[src/verilog/rtu_slave_pkg.sv]
// Package: constants, state type and checksum for the serial register slave
package rtu_slave_pkg;
  // ==========================================================
  // Timing
  localparam int CLK_HZ = 20_000_000; // Core clock rate
  localparam int BAUD = 9600; // Fixed line rate
  localparam int BIT_CYCLES = CLK_HZ / BAUD; // One bit time
  localparam int CHAR_BITS = 10; // Start, eight data, stop
  localparam int GAP_TENTHS = 35; // Idle gap, tenths of a character
  localparam int GAP_CYCLES_DEF = (CLK_HZ / 10 * CHAR_BITS * GAP_TENTHS + BAUD - 1) / BAUD;
  localparam logic [3:0] LAST_BIT = 4'(CHAR_BITS - 1);
  localparam int FIFO_DEPTH = 4; // Response buffer depth

  // ==========================================================
  // Function and exception codes
  localparam logic [7:0] FC_READ = 8'h03;
  localparam logic [7:0] FC_WRITE = 8'h06;
  localparam logic [7:0] FC_EXC_BIT = 8'h80;
  localparam logic [7:0] EXC_NONE = 8'h00;
  localparam logic [7:0] EXC_FUNC = 8'h01;
  localparam logic [7:0] EXC_ADDR = 8'h02;
  localparam logic [7:0] EXC_VALUE = 8'h03;
  localparam logic [7:0] RD_BYTE_COUNT = 8'h02;
  localparam logic [15:0] RD_WORD_COUNT = 16'h0001;

  // ==========================================================
  // Register map
  localparam logic [15:0] REG_RUN_CMD = 16'h0001;
  localparam logic [15:0] REG_OP_STATE = 16'h0002;
  localparam logic [15:0] REG_MEAN_CUR = 16'h0003;
  localparam logic [15:0] REG_FAULT = 16'h0004;
  localparam logic [15:0] REG_PARAM_FIRST = 16'h0100;
  localparam logic [15:0] REG_PARAM_LAST = 16'h0112;
  localparam int PARAM_COUNT = 19;
  localparam logic [15:0] PARAM_RESET = 16'h0000;
  localparam logic [15:0] PARAM_LIMIT = 16'h270F; // Largest accepted value
  localparam int CMD_START_BIT = 0;
  localparam int CMD_STOP_BIT = 1;
  localparam int CMD_RESET_BIT = 2;
  localparam logic [15:0] CMD_UNUSED_MASK = 16'hFFF8;

  // ==========================================================
  // Checksum
  localparam logic [15:0] CRC_INIT = 16'hFFFF;
  localparam logic [15:0] CRC_POLY = 16'hA001;

  // Gray coded along idle, execute, send, checksum, drain
  typedef enum logic [2:0] {
    ST_IDLE = 3'h0,
    ST_EXEC = 3'h1,
    ST_SEND = 3'h3,
    ST_CRCL = 3'h2,
    ST_CRCH = 3'h6,
    ST_DRAIN = 3'h7
  } slave_state_t;

  // One byte through the reflected checksum
  function automatic logic [15:0] crc16_byte(input logic [15:0] crc, input logic [7:0] b);
    logic [15:0] c;
    c = crc ^ {8'h00, b};
    for (int i = 0; i < 8; i++) begin
      c = c[0] ? ((c >> 1) ^ CRC_POLY) : (c >> 1);
    end
    return c;
  endfunction : crc16_byte
endpackage : rtu_slave_pkg

[src/verilog/char_link_if.sv]
// Interface: byte stream with valid and ready
`timescale 1ns/1ps
`default_nettype none
interface char_link_if #(parameter int W = 8);
  logic [W-1:0] data; // Byte offered
  logic valid; // Source has a byte
  logic ready; // Sink takes it
  modport src (output data, output valid, input ready);
  modport snk (input data, input valid, output ready);
endinterface : char_link_if
`default_nettype wire

[src/verilog/char_fifo.sv]
// Small first-in first-out buffer with valid and ready on both sides
`timescale 1ns/1ps
`default_nettype none
module char_fifo #(
  parameter int WIDTH = 8,
  parameter int DEPTH = 4
) (
  input wire logic i_clk,
  input wire logic i_rst,
  input wire logic i_ce,
  char_link_if.snk wr,
  char_link_if.src rd,
  output logic o_empty
);
  // ==========================================================
  // Storage and pointers; depth must be a power of two
  localparam int AW = $clog2(DEPTH);
  logic [WIDTH-1:0] mem_reg [0:DEPTH-1]; // Flip-flop storage
  logic [AW:0] wp_reg; // Write pointer with wrap bit
  logic [AW:0] rp_reg; // Read pointer with wrap bit
  wire logic full = (wp_reg[AW] != rp_reg[AW]) && (wp_reg[AW-1:0] == rp_reg[AW-1:0]);
  wire logic empty = wp_reg == rp_reg;
  wire logic do_wr = wr.valid && !full;
  wire logic do_rd = rd.ready && !empty;

  assign wr.ready = !full;
  assign rd.valid = !empty;
  assign rd.data = mem_reg[rp_reg[AW-1:0]];
  assign o_empty = empty;

  // Data words carry no reset; only pointers need one
  always_ff @(posedge i_clk) begin
    if (i_ce && do_wr) begin
      mem_reg[wp_reg[AW-1:0]] <= wr.data;
    end
  end

  // Pointer update
  always_ff @(posedge i_clk) begin
    if (i_rst) begin
      wp_reg <= '0;
      rp_reg <= '0;
    end else if (i_ce) begin
      if (do_wr) begin
        wp_reg <= wp_reg + 1'b1;
      end
      if (do_rd) begin
        rp_reg <= rp_reg + 1'b1;
      end
    end
  end
endmodule : char_fifo
`default_nettype wire

[src/verilog/serial_char_port.sv]
// Asynchronous character receiver and transmitter, 8N1
`timescale 1ns/1ps
`default_nettype none
module serial_char_port #(
  parameter int BIT_CYC = rtu_slave_pkg::BIT_CYCLES // Cycles per line bit
) (
  input wire logic i_clk,
  input wire logic i_rst,
  input wire logic i_ce,
  input wire logic i_rxd,
  output logic [7:0] o_rx_data,
  output logic o_rx_valid,
  output logic o_txd,
  output logic o_tx_busy,
  char_link_if.snk tx_in
);
  import rtu_slave_pkg::*;
  // Bit counts follow the parameter so a bench can shorten the bit
  localparam logic [11:0] BIT_CNT_MAX = 12'(BIT_CYC - 1); // Last count of a bit
  localparam logic [11:0] HALF_BIT_CNT = 12'(BIT_CYC / 2 - 1); // Count to mid start bit

  // ==========================================================
  // Receiver: samples mid-bit, start is bit 0, stop is bit 9
  logic rx_on_reg; // Character in progress
  logic [3:0] rx_bit_reg; // Bit index
  logic [11:0] rx_cnt_reg; // Cycles to next sample
  logic [7:0] rx_sh_reg; // Data, LSB first
  logic rx_valid_reg; // Strobe for a good character

  always_ff @(posedge i_clk) begin
    if (i_rst) begin
      rx_on_reg <= 1'b0;
      rx_bit_reg <= 4'h0;
      rx_cnt_reg <= 12'h000;
      rx_sh_reg <= 8'h00;
      rx_valid_reg <= 1'b0;
    end else if (i_ce) begin
      rx_valid_reg <= 1'b0;
      if (!rx_on_reg) begin
        if (!i_rxd) begin
          rx_on_reg <= 1'b1;
          rx_bit_reg <= 4'h0;
          rx_cnt_reg <= HALF_BIT_CNT;
        end
      end else if (rx_cnt_reg != 12'h000) begin
        rx_cnt_reg <= rx_cnt_reg - 1'b1;
      end else begin
        rx_cnt_reg <= BIT_CNT_MAX;
        rx_bit_reg <= rx_bit_reg + 1'b1;
        if (rx_bit_reg == 4'h0) begin
          rx_on_reg <= !i_rxd; // Glitch, not a start bit
        end else if (rx_bit_reg == LAST_BIT) begin
          rx_on_reg <= 1'b0;
          rx_valid_reg <= i_rxd; // Bad stop bit drops the byte
        end else begin
          rx_sh_reg <= {i_rxd, rx_sh_reg[7:1]};
        end
      end
    end
  end

  assign o_rx_data = rx_sh_reg;
  assign o_rx_valid = rx_valid_reg;

  // ==========================================================
  // Transmitter: line idles high through the all-ones shifter
  logic tx_on_reg; // Character in progress
  logic [3:0] tx_bit_reg; // Bit index
  logic [11:0] tx_cnt_reg; // Cycles left in this bit
  logic [9:0] tx_sh_reg; // Stop, data, start

  assign tx_in.ready = !tx_on_reg;

  always_ff @(posedge i_clk) begin
    if (i_rst) begin
      tx_on_reg <= 1'b0;
      tx_bit_reg <= 4'h0;
      tx_cnt_reg <= 12'h000;
      tx_sh_reg <= 10'h3FF;
    end else if (i_ce) begin
      if (!tx_on_reg) begin
        if (tx_in.valid) begin
          tx_on_reg <= 1'b1;
          tx_bit_reg <= 4'h0;
          tx_cnt_reg <= BIT_CNT_MAX;
          tx_sh_reg <= {1'b1, tx_in.data, 1'b0};
        end
      end else if (tx_cnt_reg != 12'h000) begin
        tx_cnt_reg <= tx_cnt_reg - 1'b1;
      end else begin
        tx_cnt_reg <= BIT_CNT_MAX;
        tx_bit_reg <= tx_bit_reg + 1'b1;
        tx_sh_reg <= {1'b1, tx_sh_reg[9:1]};
        if (tx_bit_reg == LAST_BIT) begin
          tx_on_reg <= 1'b0;
        end
      end
    end
  end

  assign o_txd = tx_sh_reg[0];
  assign o_tx_busy = tx_on_reg;
endmodule : serial_char_port
`default_nettype wire

[src/verilog/rtu_register_slave.sv]
// Top level: serial register slave of a motor starter, read and write one word
`timescale 1ns/1ps
`default_nettype none
// ==========================================================
// Behaviour
// - Line runs 9600 baud, 8N1
// - Frame: address, function, data, checksum
// - Only read and single write accepted
// - Reads move whole 16-bit words only
// - Decode command, status, current, fault, parameters
// - Unmapped register access answered by exception
// - Command bits: start, stop, fault reset
// - Good write echoed back unchanged
// - Status: starting, running, soft stop, fault
// - Read reply: address, 03, 02, word
// - Current register holds amperes times ten
// - Fault cause valid while fault bit set
// - Parameters at 0x0100 to 0x0112 by index
// - Exception 01 for unsupported function
// - Exception 02 for bad register address
// - Exception 03 for rejected written value
module rtu_register_slave #(
  parameter int GAP_CYCLES = rtu_slave_pkg::GAP_CYCLES_DEF, // Idle gap in cycles
  parameter int BIT_CYC = rtu_slave_pkg::BIT_CYCLES // Cycles per line bit
) (
  input wire logic I_CORE_CLK,
  input wire logic I_RST,
  input wire logic I_CE,
  input wire logic I_RXD,
  input wire logic [7:0] I_STATION_ADDR,
  input wire logic I_STARTING,
  input wire logic I_RUNNING,
  input wire logic I_SOFT_STOPPING,
  input wire logic I_FAULT,
  input wire logic [15:0] I_MEAN_CURRENT,
  input wire logic [15:0] I_FAULT_CAUSE,
  input wire logic [rtu_slave_pkg::PARAM_COUNT-1:0] I_PARAM_FIXED,
  input wire logic [rtu_slave_pkg::PARAM_COUNT-1:0] I_PARAM_RUN_LOCKED,
  output logic O_TXD,
  output logic O_TX_EN,
  output logic O_START_REQ,
  output logic O_STOP_REQ,
  output logic O_FAULT_RESET_REQ,
  output logic O_PARAM_WR,
  output logic [4:0] O_PARAM_IDX,
  output logic [15:0] O_PARAM_DATA
);
  import rtu_slave_pkg::*;

  // ==========================================================
  // Character port and response buffer
  logic [7:0] rx_data; // Received byte
  logic rx_valid; // One strobe per good byte
  logic tx_busy; // Transmitter shifting
  logic fifo_empty; // Nothing left to send
  char_link_if to_fifo(); // Response bytes in
  char_link_if from_fifo(); // Bytes to the line

  serial_char_port #(.BIT_CYC(BIT_CYC)) u_port (
    .i_clk(I_CORE_CLK),
    .i_rst(I_RST),
    .i_ce(I_CE),
    .i_rxd(I_RXD),
    .o_rx_data(rx_data),
    .o_rx_valid(rx_valid),
    .o_txd(O_TXD),
    .o_tx_busy(tx_busy),
    .tx_in(from_fifo.snk)
  );

  // Buffer lets framing run ahead of the slow line
  char_fifo #(
    .WIDTH(8),
    .DEPTH(FIFO_DEPTH)
  ) u_fifo (
    .i_clk(I_CORE_CLK),
    .i_rst(I_RST),
    .i_ce(I_CE),
    .wr(to_fifo.snk),
    .rd(from_fifo.src),
    .o_empty(fifo_empty)
  );

  // ==========================================================
  // Request capture
  slave_state_t state_reg; // Sequencer state
  slave_state_t state_next; // Its next value
  logic [7:0] rx_buf_reg [0:7]; // First eight request bytes
  logic [3:0] rx_cnt_reg; // Bytes in frame, saturating
  logic [15:0] rx_crc_reg; // Running checksum
  logic [16:0] gap_cnt_reg; // Idle cycles since last byte
  wire logic accept = rx_valid && state_reg == ST_IDLE;
  wire logic gap_full = gap_cnt_reg == 17'(GAP_CYCLES - 1);
  wire logic frame_end = state_reg == ST_IDLE && rx_cnt_reg != 4'h0 && gap_full;

  // Idle timer restarts on every byte
  always_ff @(posedge I_CORE_CLK) begin
    if (I_RST) begin
      gap_cnt_reg <= 17'h00000;
    end else if (I_CE) begin
      if (rx_valid) begin
        gap_cnt_reg <= 17'h00000;
      end else if (!gap_full) begin
        gap_cnt_reg <= gap_cnt_reg + 1'b1;
      end
    end
  end

  // Bytes are kept only while idle; talk during a reply is dropped
  always_ff @(posedge I_CORE_CLK) begin
    if (I_RST) begin
      rx_cnt_reg <= 4'h0;
      rx_crc_reg <= CRC_INIT;
    end else if (I_CE) begin
      if (frame_end) begin
        rx_cnt_reg <= 4'h0;
        rx_crc_reg <= CRC_INIT;
      end else if (accept) begin
        rx_cnt_reg <= (rx_cnt_reg == 4'hF) ? rx_cnt_reg : rx_cnt_reg + 1'b1;
        rx_crc_reg <= crc16_byte(rx_crc_reg, rx_data);
      end
    end
  end

  // Byte store; extra bytes only feed the checksum and the byte count
  always_ff @(posedge I_CORE_CLK) begin
    if (I_CE && accept && !rx_cnt_reg[3]) begin
      rx_buf_reg[rx_cnt_reg[2:0]] <= rx_data;
    end
  end

  // ==========================================================
  // Request decode
  wire logic [7:0] req_fc = rx_buf_reg[1];
  wire logic is_rd = req_fc == FC_READ;
  wire logic is_wr = req_fc == FC_WRITE;
  wire logic [15:0] req_addr = {rx_buf_reg[2], rx_buf_reg[3]};
  wire logic [15:0] req_val = {rx_buf_reg[4], rx_buf_reg[5]};
  wire logic is_param = req_addr >= REG_PARAM_FIRST && req_addr <= REG_PARAM_LAST;
  wire logic [4:0] pidx = 5'(req_addr - REG_PARAM_FIRST);
  wire logic is_cmd = req_addr == REG_RUN_CMD;
  wire logic rd_addr_ok = is_param || req_addr == REG_OP_STATE || req_addr == REG_MEAN_CUR
    || req_addr == REG_FAULT;
  wire logic wr_addr_ok = is_param || is_cmd;
  wire logic motor_busy = I_STARTING || I_RUNNING || I_SOFT_STOPPING;
  // Checksum residue is zero when the two trailing bytes match, low byte first
  wire logic frame_good = rx_crc_reg == 16'h0000 && rx_buf_reg[0] == I_STATION_ADDR
    && rx_cnt_reg >= 4'h4 && (!(is_rd || is_wr) || rx_cnt_reg == 4'h8);

  // Parameter value checks: range, fixed, locked while motor moves
  wire logic param_bad = req_val > PARAM_LIMIT || I_PARAM_FIXED[pidx]
    || (I_PARAM_RUN_LOCKED[pidx] && motor_busy);
  wire logic val_bad = is_param ? param_bad : (req_val & CMD_UNUSED_MASK) != 16'h0000;

  // Exception priority: function, then address, then value
  wire logic [7:0] exc_code = !(is_rd || is_wr) ? EXC_FUNC :
    (is_rd && (!rd_addr_ok || req_val != RD_WORD_COUNT)) ? EXC_ADDR :
    (is_wr && !wr_addr_ok) ? EXC_ADDR :
    (is_wr && val_bad) ? EXC_VALUE : EXC_NONE;
  wire logic good_rd = is_rd && exc_code == EXC_NONE;
  wire logic good_wr = is_wr && exc_code == EXC_NONE;

  // ==========================================================
  // Register map contents
  logic [15:0] param_reg [0:PARAM_COUNT-1]; // Tuning parameters
  wire logic [15:0] state_word = {12'h000, I_FAULT, I_SOFT_STOPPING, I_RUNNING, I_STARTING};
  // Current and fault cause pass through as supplied
  wire logic [15:0] rd_value = is_param ? param_reg[pidx] :
    req_addr == REG_OP_STATE ? state_word :
    req_addr == REG_MEAN_CUR ? I_MEAN_CURRENT : I_FAULT_CAUSE;

  // Parameter store, written only by an accepted write
  always_ff @(posedge I_CORE_CLK) begin
    if (I_RST) begin
      for (int i = 0; i < PARAM_COUNT; i++) begin
        param_reg[i] <= PARAM_RESET;
      end
    end else if (I_CE && state_reg == ST_EXEC && good_wr && is_param) begin
      param_reg[pidx] <= req_val;
    end
  end

  // Command pulses and parameter notice last one cycle
  always_ff @(posedge I_CORE_CLK) begin
    if (I_RST) begin
      O_START_REQ <= 1'b0;
      O_STOP_REQ <= 1'b0;
      O_FAULT_RESET_REQ <= 1'b0;
      O_PARAM_WR <= 1'b0;
      O_PARAM_IDX <= 5'h00;
      O_PARAM_DATA <= 16'h0000;
    end else if (I_CE) begin
      O_START_REQ <= state_reg == ST_EXEC && good_wr && is_cmd && req_val[CMD_START_BIT];
      O_STOP_REQ <= state_reg == ST_EXEC && good_wr && is_cmd && req_val[CMD_STOP_BIT];
      O_FAULT_RESET_REQ <= state_reg == ST_EXEC && good_wr && is_cmd && req_val[CMD_RESET_BIT];
      O_PARAM_WR <= state_reg == ST_EXEC && good_wr && is_param;
      if (state_reg == ST_EXEC && good_wr && is_param) begin
        O_PARAM_IDX <= pidx;
        O_PARAM_DATA <= req_val;
      end
    end
  end

  // ==========================================================
  // Response assembly
  logic [7:0] resp_reg [0:5]; // Reply bytes before checksum
  logic [2:0] resp_len_reg; // Reply length before checksum
  logic [2:0] tx_idx_reg; // Next reply byte
  logic [15:0] tx_crc_reg; // Checksum of sent bytes
  wire logic push = to_fifo.valid && to_fifo.ready;
  wire logic last_byte = tx_idx_reg == resp_len_reg - 3'h1;

  // Reply built in one cycle from the decoded request
  always_ff @(posedge I_CORE_CLK) begin
    if (I_RST) begin
      resp_len_reg <= 3'h0;
    end else if (I_CE && state_reg == ST_EXEC) begin
      resp_reg[0] <= rx_buf_reg[0];
      if (exc_code != EXC_NONE) begin
        resp_reg[1] <= req_fc | FC_EXC_BIT;
        resp_reg[2] <= exc_code;
        resp_len_reg <= 3'h3;
      end else if (is_rd) begin
        resp_reg[1] <= FC_READ;
        resp_reg[2] <= RD_BYTE_COUNT;
        resp_reg[3] <= rd_value[15:8];
        resp_reg[4] <= rd_value[7:0];
        resp_len_reg <= 3'h5;
      end else begin
        for (int i = 1; i < 6; i++) begin
          resp_reg[i] <= rx_buf_reg[i];
        end
        resp_len_reg <= 3'h6;
      end
    end
  end

  // Byte index and outgoing checksum
  always_ff @(posedge I_CORE_CLK) begin
    if (I_RST) begin
      tx_idx_reg <= 3'h0;
      tx_crc_reg <= CRC_INIT;
    end else if (I_CE) begin
      if (state_reg == ST_EXEC) begin
        tx_idx_reg <= 3'h0;
        tx_crc_reg <= CRC_INIT;
      end else if (state_reg == ST_SEND && push) begin
        tx_idx_reg <= tx_idx_reg + 3'h1;
        tx_crc_reg <= crc16_byte(tx_crc_reg, to_fifo.data);
      end
    end
  end

  // Checksum goes out low byte first
  assign to_fifo.valid = state_reg == ST_SEND || state_reg == ST_CRCL || state_reg == ST_CRCH;
  assign to_fifo.data = state_reg == ST_CRCL ? tx_crc_reg[7:0] :
    state_reg == ST_CRCH ? tx_crc_reg[15:8] : resp_reg[tx_idx_reg];

  // ==========================================================
  // Sequencer
  always_comb begin
    state_next = state_reg;
    case (state_reg)
      ST_IDLE: begin
        if (frame_end && frame_good) begin
          state_next = ST_EXEC;
        end
      end
      ST_EXEC: begin
        state_next = ST_SEND;
      end
      ST_SEND: begin
        if (push && last_byte) begin
          state_next = ST_CRCL;
        end
      end
      ST_CRCL: begin
        if (push) begin
          state_next = ST_CRCH;
        end
      end
      ST_CRCH: begin
        if (push) begin
          state_next = ST_DRAIN;
        end
      end
      ST_DRAIN: begin
        // Driver stays on until the stop bit has left
        if (fifo_empty && !tx_busy) begin
          state_next = ST_IDLE;
        end
      end
      default: begin
        state_next = ST_IDLE;
      end
    endcase
  end

  // State and line driver enable
  always_ff @(posedge I_CORE_CLK) begin
    if (I_RST) begin
      state_reg <= ST_IDLE;
      O_TX_EN <= 1'b0;
    end else if (I_CE) begin
      state_reg <= state_next;
      O_TX_EN <= state_next != ST_IDLE && state_next != ST_EXEC;
    end
  end
endmodule : rtu_register_slave
`default_nettype wire

[config.mk]
export PLATFORM = sky130hd
export DESIGN_NAME = rtu_register_slave
export DESIGN_NICKNAME = d
export VERILOG_FILES = /design/src/verilog/rtu_slave_pkg.sv /design/src/verilog/char_link_if.sv /design/src/verilog/char_fifo.sv /design/src/verilog/serial_char_port.sv /design/src/verilog/rtu_register_slave.sv
export SDC_FILE = /design/constraint.sdc
export NUM_CORES = 1
export LEC_CHECK = 0
export ABC_AREA = 1
export BUFFER_PORTS_ARGS = -buffer_cell sky130_fd_sc_hd__buf_2
export CAP_MARGIN = 20
export CORE_ASPECT_RATIO = 1.25
export CORE_MARGIN = 2
export CORE_UTILIZATION = 56
export DETAILED_ROUTE_END_ITERATION = 12
export PLACE_DENSITY = 0.78
export SYNTH_ARGS = -nofsm -noshare
export SYNTH_HDL_FRONTEND = slang
export SYNTH_HIERARCHICAL = 1
export SYNTH_SLANG_ARGS = --single-unit
[constraint.sdc]
create_clock -name I_CORE_CLK -period 3.87 [get_ports I_CORE_CLK]
set_clock_uncertainty 0.05 [all_clocks]
set_input_delay 0.774 -clock I_CORE_CLK [delete_from_list [all_inputs] [get_ports I_CORE_CLK]]
set_output_delay 0.774 -clock I_CORE_CLK [all_outputs]
set_load 0.01 [all_outputs]
Yosys cells after proc, flatten, opt, wreduce, memory -nomap -nowiden:

Memory sizes are Yosys's and may differ from the RTL's. A register that Yosys moved wholly into a read port is not among the register bits.
Index checks and enable logic that the tools add are counted.

* word-level logic and storage cells: 295
* register bits after elaboration: 147
* memories kept: 4
* bits of input ports: 86
* bits in writable memories: 448
* output and inout bits: 27

* bitwise logic cells: 27
* muxes and demuxes: 116
* $lt $le $gt $ge: 5
* reductions and logical operators: 78
* equal/unequal tests: 29
* add/sub/neg operators: 11

Memories
* param_reg: depth 19, width 16, read ports 1, clocked after memory_dff 0, write ports 19, line rtu_register_slave.sv:165 `logic [15:0] param_reg [0:PARAM_COUNT-1];`
* rx_buf_reg: depth 8, width 8, read ports 6, clocked after memory_dff 0, write ports 1, line rtu_register_slave.sv:88 `logic [7:0] rx_buf_reg [0:7];`
* resp_reg: depth 6, width 8, read ports 1, clocked after memory_dff 1, write ports 6, line rtu_register_slave.sv:206 `logic [7:0] resp_reg [0:5];`
* u_fifo.mem_reg: depth 4, width 8, read ports 1, clocked after memory_dff 1, write ports 1, line char_fifo.sv:18 `logic [WIDTH-1:0] mem_reg [0:DEPTH-1];`

Operator list (count)
* two-way mux 16 bit: 24
* two-way mux 12 bit: 6
* two-way mux 8 bit: 8
* NOT 2 -> 3 bit: 16
* two-way mux 1 bit: 43
* two-way mux 4 bit: 9
* two-way mux 17 bit: 2
* == test 16 x 2 -> 1 bit (second input constant): 2
* logical AND 1 bit: 32
* XOR 16 x 8 -> 16 bit: 2
* two-way mux 10 bit: 3
* two-way mux 3 bit: 10
* nonzero test 12 bit: 2
* subtractor 12 x 1 -> 12 bit (second input constant): 2
* case mux 3 bit (6 select lines): 1
* adder 17 x 1 -> 17 bit (second input constant): 1
* == test 17 bit (second input constant): 1
* == test 16 x 1 -> 1 bit (second input constant): 1
* == test 16 x 3 -> 1 bit (second input constant): 1
* == test 4 bit (second input constant): 4
* greater-or-equal comparator 16 x 9 -> 1 bit (second input constant): 1
* > comparator 16 x 14 -> 1 bit (second input constant): 1
* <= comparator 16 x 9 -> 1 bit (second input constant): 1
* logical NOT 16 bit: 1
* other kinds (38): 92

Depth between registers and ports, before layout:

Gate-level depths: netlist of the first run.

* depth in word-level cells: 22
* gate-level depth with buffers: 22
* mapped depth without buffers: 21

Cells and area by module:

The synthesis of the first run kept the hierarchy.

By module, submodules not included
* rtu_register_slave: cells each 2958, area each 30446.7 sq um, times used 1, sequential area each 19919.1 sq um
* serial_char_port: cells each 408, area each 2743.9 sq um, times used 1, sequential area each 1041.0 sq um
* char_fifo: cells each 153, area each 1696.6 sq um, times used 1, sequential area each 1121.1 sq um

Worst setup path after synthesis of the first run:

Ideal clock, no wire load.

* path kind: input to register
* start: input port I_CE
* end: memory resp_reg[1][7], data pin
* slack: 0.155 ns
* buffers on the path: 1
* data required time: 3.520 ns
* setup time: 0.300 ns
* stages: 8
* data arrival time: 3.364 ns
* cells stage by stage: clkbuf_1 > clkinv_1 > nor2_1 > inv_1 > nor2_1 > inv_1 > nor2_1 > inv_1

RTL lines
* from (decl): line rtu_register_slave.sv:28 `input wire logic I_CE,`
* to (decl): line rtu_register_slave.sv:206

==> run summary, run 1 <==
status: finished clean
Post-synth top flop: edfxtp_1
synth warn: 6
# setup viols final: 0
CP Launch Type: flop
GPL Wtd Cong: 0.948
DRC violations left: 0
wire per inst: 19.3 um
clock share of power: 42.1%
hold_ws: 0.374 ns
Fmax achieved: 280 MHz
post-DP HPWL: 62600 um
Post-synth EDFFs: 624
# fillers: 4828
Sw Pwr: 3.81 mW
max reg flops: 512
most common cell after layout, fill and taps aside: nor2_1
total global-route track usage: 28.6%
layout cells sized above 1: 10.6%
full die area: 0.0643 sq mm
Synth area leaders: edfxtp_1, dfxtp_1, nor2_1
Final Hold Viols: 0
die height: 283 um
Yosys cell types: 59
Slew headroom: 40.2%
Syn Area/Cell: 9.91 sq um
Area Growth Syn to Fin: 15.2%
clk slew on worst S/H paths: 0.06 ns
crit-path max FO: 23
CTS tree: built
mean number of vias per cell: 5.67
largest net degree at the start of global routing: 154
Clock Tree Root: clkbuf_16
ANT cells: 0
number of global-route vias before repair: 26100
post-synthesis sequential area ratio: 63.3%
post-synth top area share: 53.7%
Die W: 227 um
clock insertion delay at the later pin of the skew report: 0.62 ns
synthesized area: 0.0349 sq mm
Critical Path Sink Type: flop
asr flop ratio synth: 0%
kind of critical path: reg2reg
Final Max Slew Viols: 0
Max Cap Violations: 0
clock sinks: 791
final core occ: 65.0%
Initial Util: 56.5%
VDD IR-drop max: 0.343 mV
CTS Hold Buffers Added: 0
drt total wl: 92500 um
Sw Ratio: 21.4%
Int Pwr: 14.0 mW
synthesis-stage register bit count: 791
Final period util: 92.2%
Comb power frac: 4.6%
global-route wire length before repair: 141000 um
# rows: 102
Worst-Margin Slew: 0.898 ns
GRT overflow: 0
post-route ant nets: 0
Lkg Pwr: 15.9 nW
Mapped Cells: 3519
htree depth: 3
initial antenna violation count: 3
minimum clock period: 3.57 ns
leading area contributor after synthesis: edfxtp_1
Vias: 27200
DRT Pass-1 Iters: 8
PortBufs: 112
TritonCTS buffer count: 77
core footprint: 0.0618 sq mm
CP Data Required Time: 4.14 ns
worst hold path type: reg2reg
DRT iter0 DRCs: 3251
Ports: 113
TNS Setup: 0 ns
PD cells: 444 mW/mm^2
most frequent cells in the layout: nor2_1, edfxtp_1, nand2_1, o21ai_0, conb_1
CP arrival: 3.83 ns
RSZ-0062 raised after global routing: false
maximum clock path buffer count: 3
Nets: 4014
Reg power frac: 53.4%
[critical path, cell delays in order, from the launching register on]
cell and delay (ns):
edfxtp_1 0.35, buf_4 0.28, inv_6 0.11, nor2_1 0.10, nor2_1 0.08, o21ai_0 0.09, o21ai_0 0.11, nand2_1 0.06
nand2_1 0.05, nor2_1 0.15, nand2_1 0.12, nand2_1 0.10, nand2_1 0.08, nand2_2 0.09, nand4_4 0.18, nor2_8 0.30
inv_2 0.11, nor2_2 0.22, nand2_1 0.10, nand2_1 0.26, buf_4 0.26
[power groups by stage]
| stage | clock network, mW | registers, mW | logic (mW) |
|---|---|---|---|
| after floorplan | 0 | 9.66 | 0.588 |
| after global placement | 0 | 9.69 | 0.779 |
| after detailed placement | 0 | 9.70 | 0.792 |
| after CTS | 7.57 | 9.52 | 0.797 |
| after global routing | 7.88 | 9.55 | 0.923 |
| final | 7.50 | 9.52 | 0.816 |
[logic make-up after synthesis]
group                    after synthesis  synth area share, %
AO/OA/AOI/OAI                        637                 10.6
XOR/XNOR                              42                 1.05
adder cells (fa/ha/maj)               20                0.717
buffers and inverters                432                 4.92
flip-flops                           791                 63.3
multiplexers                          13                0.373
other                                  1               0.0107
AND/OR/NAND/NOR                     1583                 19.0
[synthesized netlist by cell type, types with 4 or more instances]
| library cell | n |
|---|---|
| nor3_1 | 26 |
| o221ai_1 | 54 |
| nor2_2 | 7 |
| o21ai_1 | 9 |
| nand4_1 | 51 |
| buf_1 | 7 |
| mux2i_1 | 13 |
| a21oi_1 | 100 |
| buf_2 | 37 |
| nor4_1 | 12 |
| nand2_2 | 15 |
| a31o_2 | 7 |
| inv_1 | 208 |
| buf_4 | 5 |
| xor2_1 | 19 |
| edfxtp_1 | 624 |
| nand3_1 | 163 |
| clkbuf_1 | 144 |
| nand2_1 | 582 |
| o22ai_1 | 80 |
| nor2_1 | 695 |
| nand3b_1 | 4 |
| o211ai_1 | 23 |
| o21ai_0 | 330 |
| o2111ai_1 | 13 |
| inv_2 | 13 |
| ha_1 | 20 |
| nand3_2 | 6 |
| nor2_4 | 5 |
| clkinv_1 | 13 |
| dfxtp_1 | 167 |
| xnor2_1 | 23 |
| a211oi_1 | 7 |
| nor2_8 | 4 |
[final cells by class]
cell class | instances | area, sq um | share of cell area (%)
Clock buffer | 106 | 2190 | 5.44
Inverter | 236 | 898 | 2.24
Multi-Input combinational cell | 2571 | 12100 | 30.2
Timing Repair Buffer | 231 | 1520 | 3.77
Sequential cell | 791 | 22100 | 55.0
Tap cell | 832 | 1040 | 2.59
Clock inverter | 33 | 319 | 0.794
[worst paths after layout]
check	slack, ns	start	cells past startpoint	to
max	0.30	rx_buf_reg[3][0]	20	param_reg[12][4]
min	0.37	O_PARAM_DATA[14]	2	O_PARAM_DATA[14]
max reg2reg	0.30	rx_buf_reg[3][0]	20	param_reg[12][4]
min reg2reg	0.37	O_PARAM_DATA[14]	2	O_PARAM_DATA[14]
[layer usage]
metal  vias to the layer above  global-route usage [%]  wire length (um)
met3                       299                    5.83              9480
met5                         -                       0                29
li1                      12700                       -                 -
met1                     12800                    35.3             33800
met2                      1438                    47.2             44300
met4                         4                    15.2              4930
[through the flow]
| step | worst slack, ns | cells | total power, mW | instance area, sq um |
|---|---|---|---|---|
| floorplan | 0.155 | 3794 | 10.2 | 35900 |
| CTS | 0.295 | 4798 | 17.9 | 40200 |
| finish | 0.304 | 4800 | 17.8 | 40200 |
| global placement | 0.246 | 4659 | 10.5 | 37700 |
| global route | 0.0354 | 4800 | 18.3 | 40200 |
| detailed placement | 0.176 | 4659 | 10.5 | 37700 |
[what timing repair did]
| action | 4_1_cts | 5_1_grt |
|---|---|---|
| endpoints found under the setup margin | 0 | 4 |
| resized for setup | 0 | 1 |
| setup buffers | 0 | 2 |
No activity file was read; power rests on OpenSTA's default activity.
==> run 2: changes to the inputs <==
- ABC_AREA: 1 -> unset
==> run 2 against run 1 <==
  * Sequential share of layout area down 0.39 points
  * Global-route usage down 0.60 points
  * Utilization up 1.5 points
  * Hold slack better by 0.020 ns
  * Critical path depth down 10
  * Combinational power up 78%
  * Synthesized cell count down 28%
  * Critical path type unchanged
  * Highest routed layer is now met4
==> run summary, run 2 <==
worst hold path type: reg2reg
Post-synth EDFFs: 624 (unchanged)
PortBufs: 112 (unchanged)
Non-Filler Instances: 3881 (-19%)
# setup viols final: 0 (unchanged)
CP Launch Type: flop
full die area: 0.0634 sq mm (-1.4%)
layout cells sized above 1: 18.3% (+7.6 points)
# rows: 101 (-0.98%)
most common cell after layout, fill and taps aside: edfxtp_1
die height: 281 um (-0.70%)
CTS Hold Buffers Added: 0 (unchanged)
Max Cap Violations: 0 (unchanged)
Fmax achieved: 283 MHz (+0.97%)
Crit. Startpoint: rx_buf_reg[3][1]
RSZ-0062 raised after global routing: false
clock sinks: 791 (unchanged)
Clock Tree Root: clkbuf_16
hold path start: O_PARAM_DATA[5]
Post-synth top flop: edfxtp_1
DRC violations left: 0 (unchanged)
TritonCTS buffer count: 76 (-1.3%)
asr flop ratio synth: 0% (unchanged)
Ports: 113 (unchanged)
GPL Wtd Cong: 0.983 (+3.7%)
FF-to-FF path depth: 10 (-50%)
post-synth top area share: 54.5% (+0.77 points)
reg2reg setup slack: 0.34 ns (+0.03 ns)
total global-route track usage: 28.0% (-0.60 points)
synth warn: 6 (unchanged)
CP Data Required Time: 4.14 ns (about the same)
core footprint: 0.0608 sq mm (-1.6%)
GRT overflow: 0 (unchanged)
Area Growth Syn to Fin: 17.7%
synthesis-stage register bit count: 791 (unchanged)
most instantiated cells after synthesis: edfxtp_1, nor2_1, nand2_1
crit-path max FO: 19 (-17%)
CTS tree: built
VDD IR-drop max: 0.343 mV (-0.21%)
mean number of vias per cell: 5.95 (+4.9%)
most frequent cells in the layout: edfxtp_1, conb_1, nor2_1, nand2_1, dfxtp_1
Worst Hold End: O_PARAM_DATA[5]
synthesized area: 0.0344 sq mm (-1.4%)
Vias: 23100 (-15%)
Critical Path Sink Type: flop
Final Hold Viols: 0 (unchanged)
CTS resizes: 0 (unchanged)
DRT Pass-1 Iters: 6 (-2)
kind of critical path: reg2reg
Initial Util: 56.6% (+0.10 points)
CP arrival: 3.80 ns (-0.03 ns)
global-route wire length before repair: 133000 um (-5.8%)
PD cells: 463 mW/mm^2 (+4.3%)
most frequent cell after synthesis: edfxtp_1
RR Startpoint: rx_buf_reg[3][1]
largest net degree at the start of global routing: 105 (-32%)
post-route ant nets: 0 (unchanged)
initial antenna violation count: 1 (-2)
Min-Delay Path Depth: 2 (unchanged)
Mapped Cells: 2526 (-28%)
Die W: 226 um (-0.70%)
Placed Instances: 3741 (-20%)
Slew headroom: 29.6% (-11 points)
clk slew on worst S/H paths: 0.07 ns (about the same)
TNS Setup: 0 ns (unchanged)
area post-placement: 0.0380 sq mm (+0.79%)
htree depth: 3 (unchanged)
leading area contributor after synthesis: edfxtp_1
clock insertion delay at the later pin of the skew report: 0.63 ns (about the same)
wire per inst: 22.5 um (+17%)
Final Max Slew Viols: 0 (unchanged)
Syn Area/Cell: 13.6 sq um (+37%)
Synth area leaders: edfxtp_1, dfxtp_1, mux4_2
status: finished clean
minimum clock period: 3.53 ns (-0.0344 ns)
number of global-route vias before repair: 23100 (-12%)
maximum clock path buffer count: 3 (unchanged)
post-synthesis sequential area ratio: 64.2% (+0.91 points)
Final period util: 91.3% (-0.89 points)
Lkg Pwr: 14.9 nW (-6.8%)
post-DP HPWL: 61000 um (-2.6%)
DRT iter0 DRCs: 2597 (-20%)
r2r endpoint: param_reg[5][1]
Yosys cell types: 81 (+37%)
drt total wl: 87200 um (-5.8%)
max reg flops: 512 (unchanged)
postcts setup bufs: 0 (unchanged)
Worst-Margin Slew: 1.05 ns (+0.155 ns)
fin area: 0.0405 sq mm (+0.72%)
Nets: 3101 (-23%)
-- run 2: changes by cell type in the layout (fill, tap and decap cells not counted), moves of 38 or more --
| cell | before | now |
|---|---|---|
| o221ai_1 | 54 | 16 |
| nand3_1 | 163 | 71 |
| mux2i_1 | 13 | 136 |
| o21ai_0 | 330 | 41 |
| inv_1 | 207 | 42 |
| mux4_2 | 0 | 111 |
| nor2_1 | 694 | 255 |
| nand2_1 | 581 | 181 |
| and2_1 | 1 | 101 |
| nand2b_1 | 0 | 39 |
| o22ai_1 | 80 | 18 |
-- run 2: final cells by class --
type | count | area (sq um)
sequential | 791 | 22100
fill | 4203 | 20300
multi-input combinational | 1810 | 12600
clock buffer | 106 | 2170
timing repair buffer | 273 | 2120
tap | 824 | 1030
clock inverter | 33 | 340
inverter | 43 | 161
antenna | 1 | 2.50
-- run 2: critical path, cell delays in order (launching register included) --
cell and delay (ns):
edfxtp_1 0.51, buf_12 0.22, mux4_2 0.54, nor2b_1 0.19
a221oi_1 0.26, a221oi_1 0.22, nor3_4 0.31, nand2_1 0.11
or4b_1 0.51, nand2b_1 0.14, buf_12 0.17
-- run 2: cell families (layout without fill, tap and decap cells) --
logic type,count (synthesis),count (layout),share of synthesized area [%]
simple gates,828,828,11.8
flops,791,791,64.2
xor+xnor,92,92,2.47
fa+ha+maj,20,20,0.728
mux,274,274,12.1
compound gates,320,320,6.30
other cells,1,277,0.0109
buf+inv,200,455,2.34
-- run 2: stage by stage --
step | hold WS, ns | utilization [%] | power (mW) | worst slack, ns
floorplan | 0.374 | - | 10.9 | 0.138
global placement | 0.378 | 62.4 | 11.3 | 0.159
CTS | 0.397 | 66.6 | 18.8 | 0.330
finish | 0.394 | 66.6 | 18.7 | 0.338
global route | 0.411 | 66.6 | 19.3 | 0.166
detailed placement | 0.381 | 62.4 | 11.4 | 0.0825
-- run 2: power by group --
part | internal (mW) | total [mW] | switching (mW)
clock | 4.35 | 7.49 | 3.15
sequential | 9.55 | 9.80 | 0.251
combinational | 0.588 | 1.45 | 0.857
total | 14.5 | 18.7 | 4.26
-- run 2: worst max path at each step --
stage | to | depth (start not counted) | slack, ns
2_1_floorplan | param_reg[5][0] | 8 | 0.14
3_3_place_gp | param_reg[5][2] | 10 | 0.16
3_5_place_dp | param_reg[8][0] | 9 | 0.08
4_1_cts | param_reg[5][1] | 10 | 0.33
5_1_grt | O_PARAM_DATA[9] | 10 | 0.17
6_report | param_reg[5][1] | 10 | 0.34
-- run 2: routing by layer --
layer,part of all wire (%),vias up,track usage [%]
met1,38,11500,35.3
met5,0,-,0
li1,-,10200,-
met3,8.8,229,5.25
met4,4.1,0,12.0
met2,50,1235,47.5
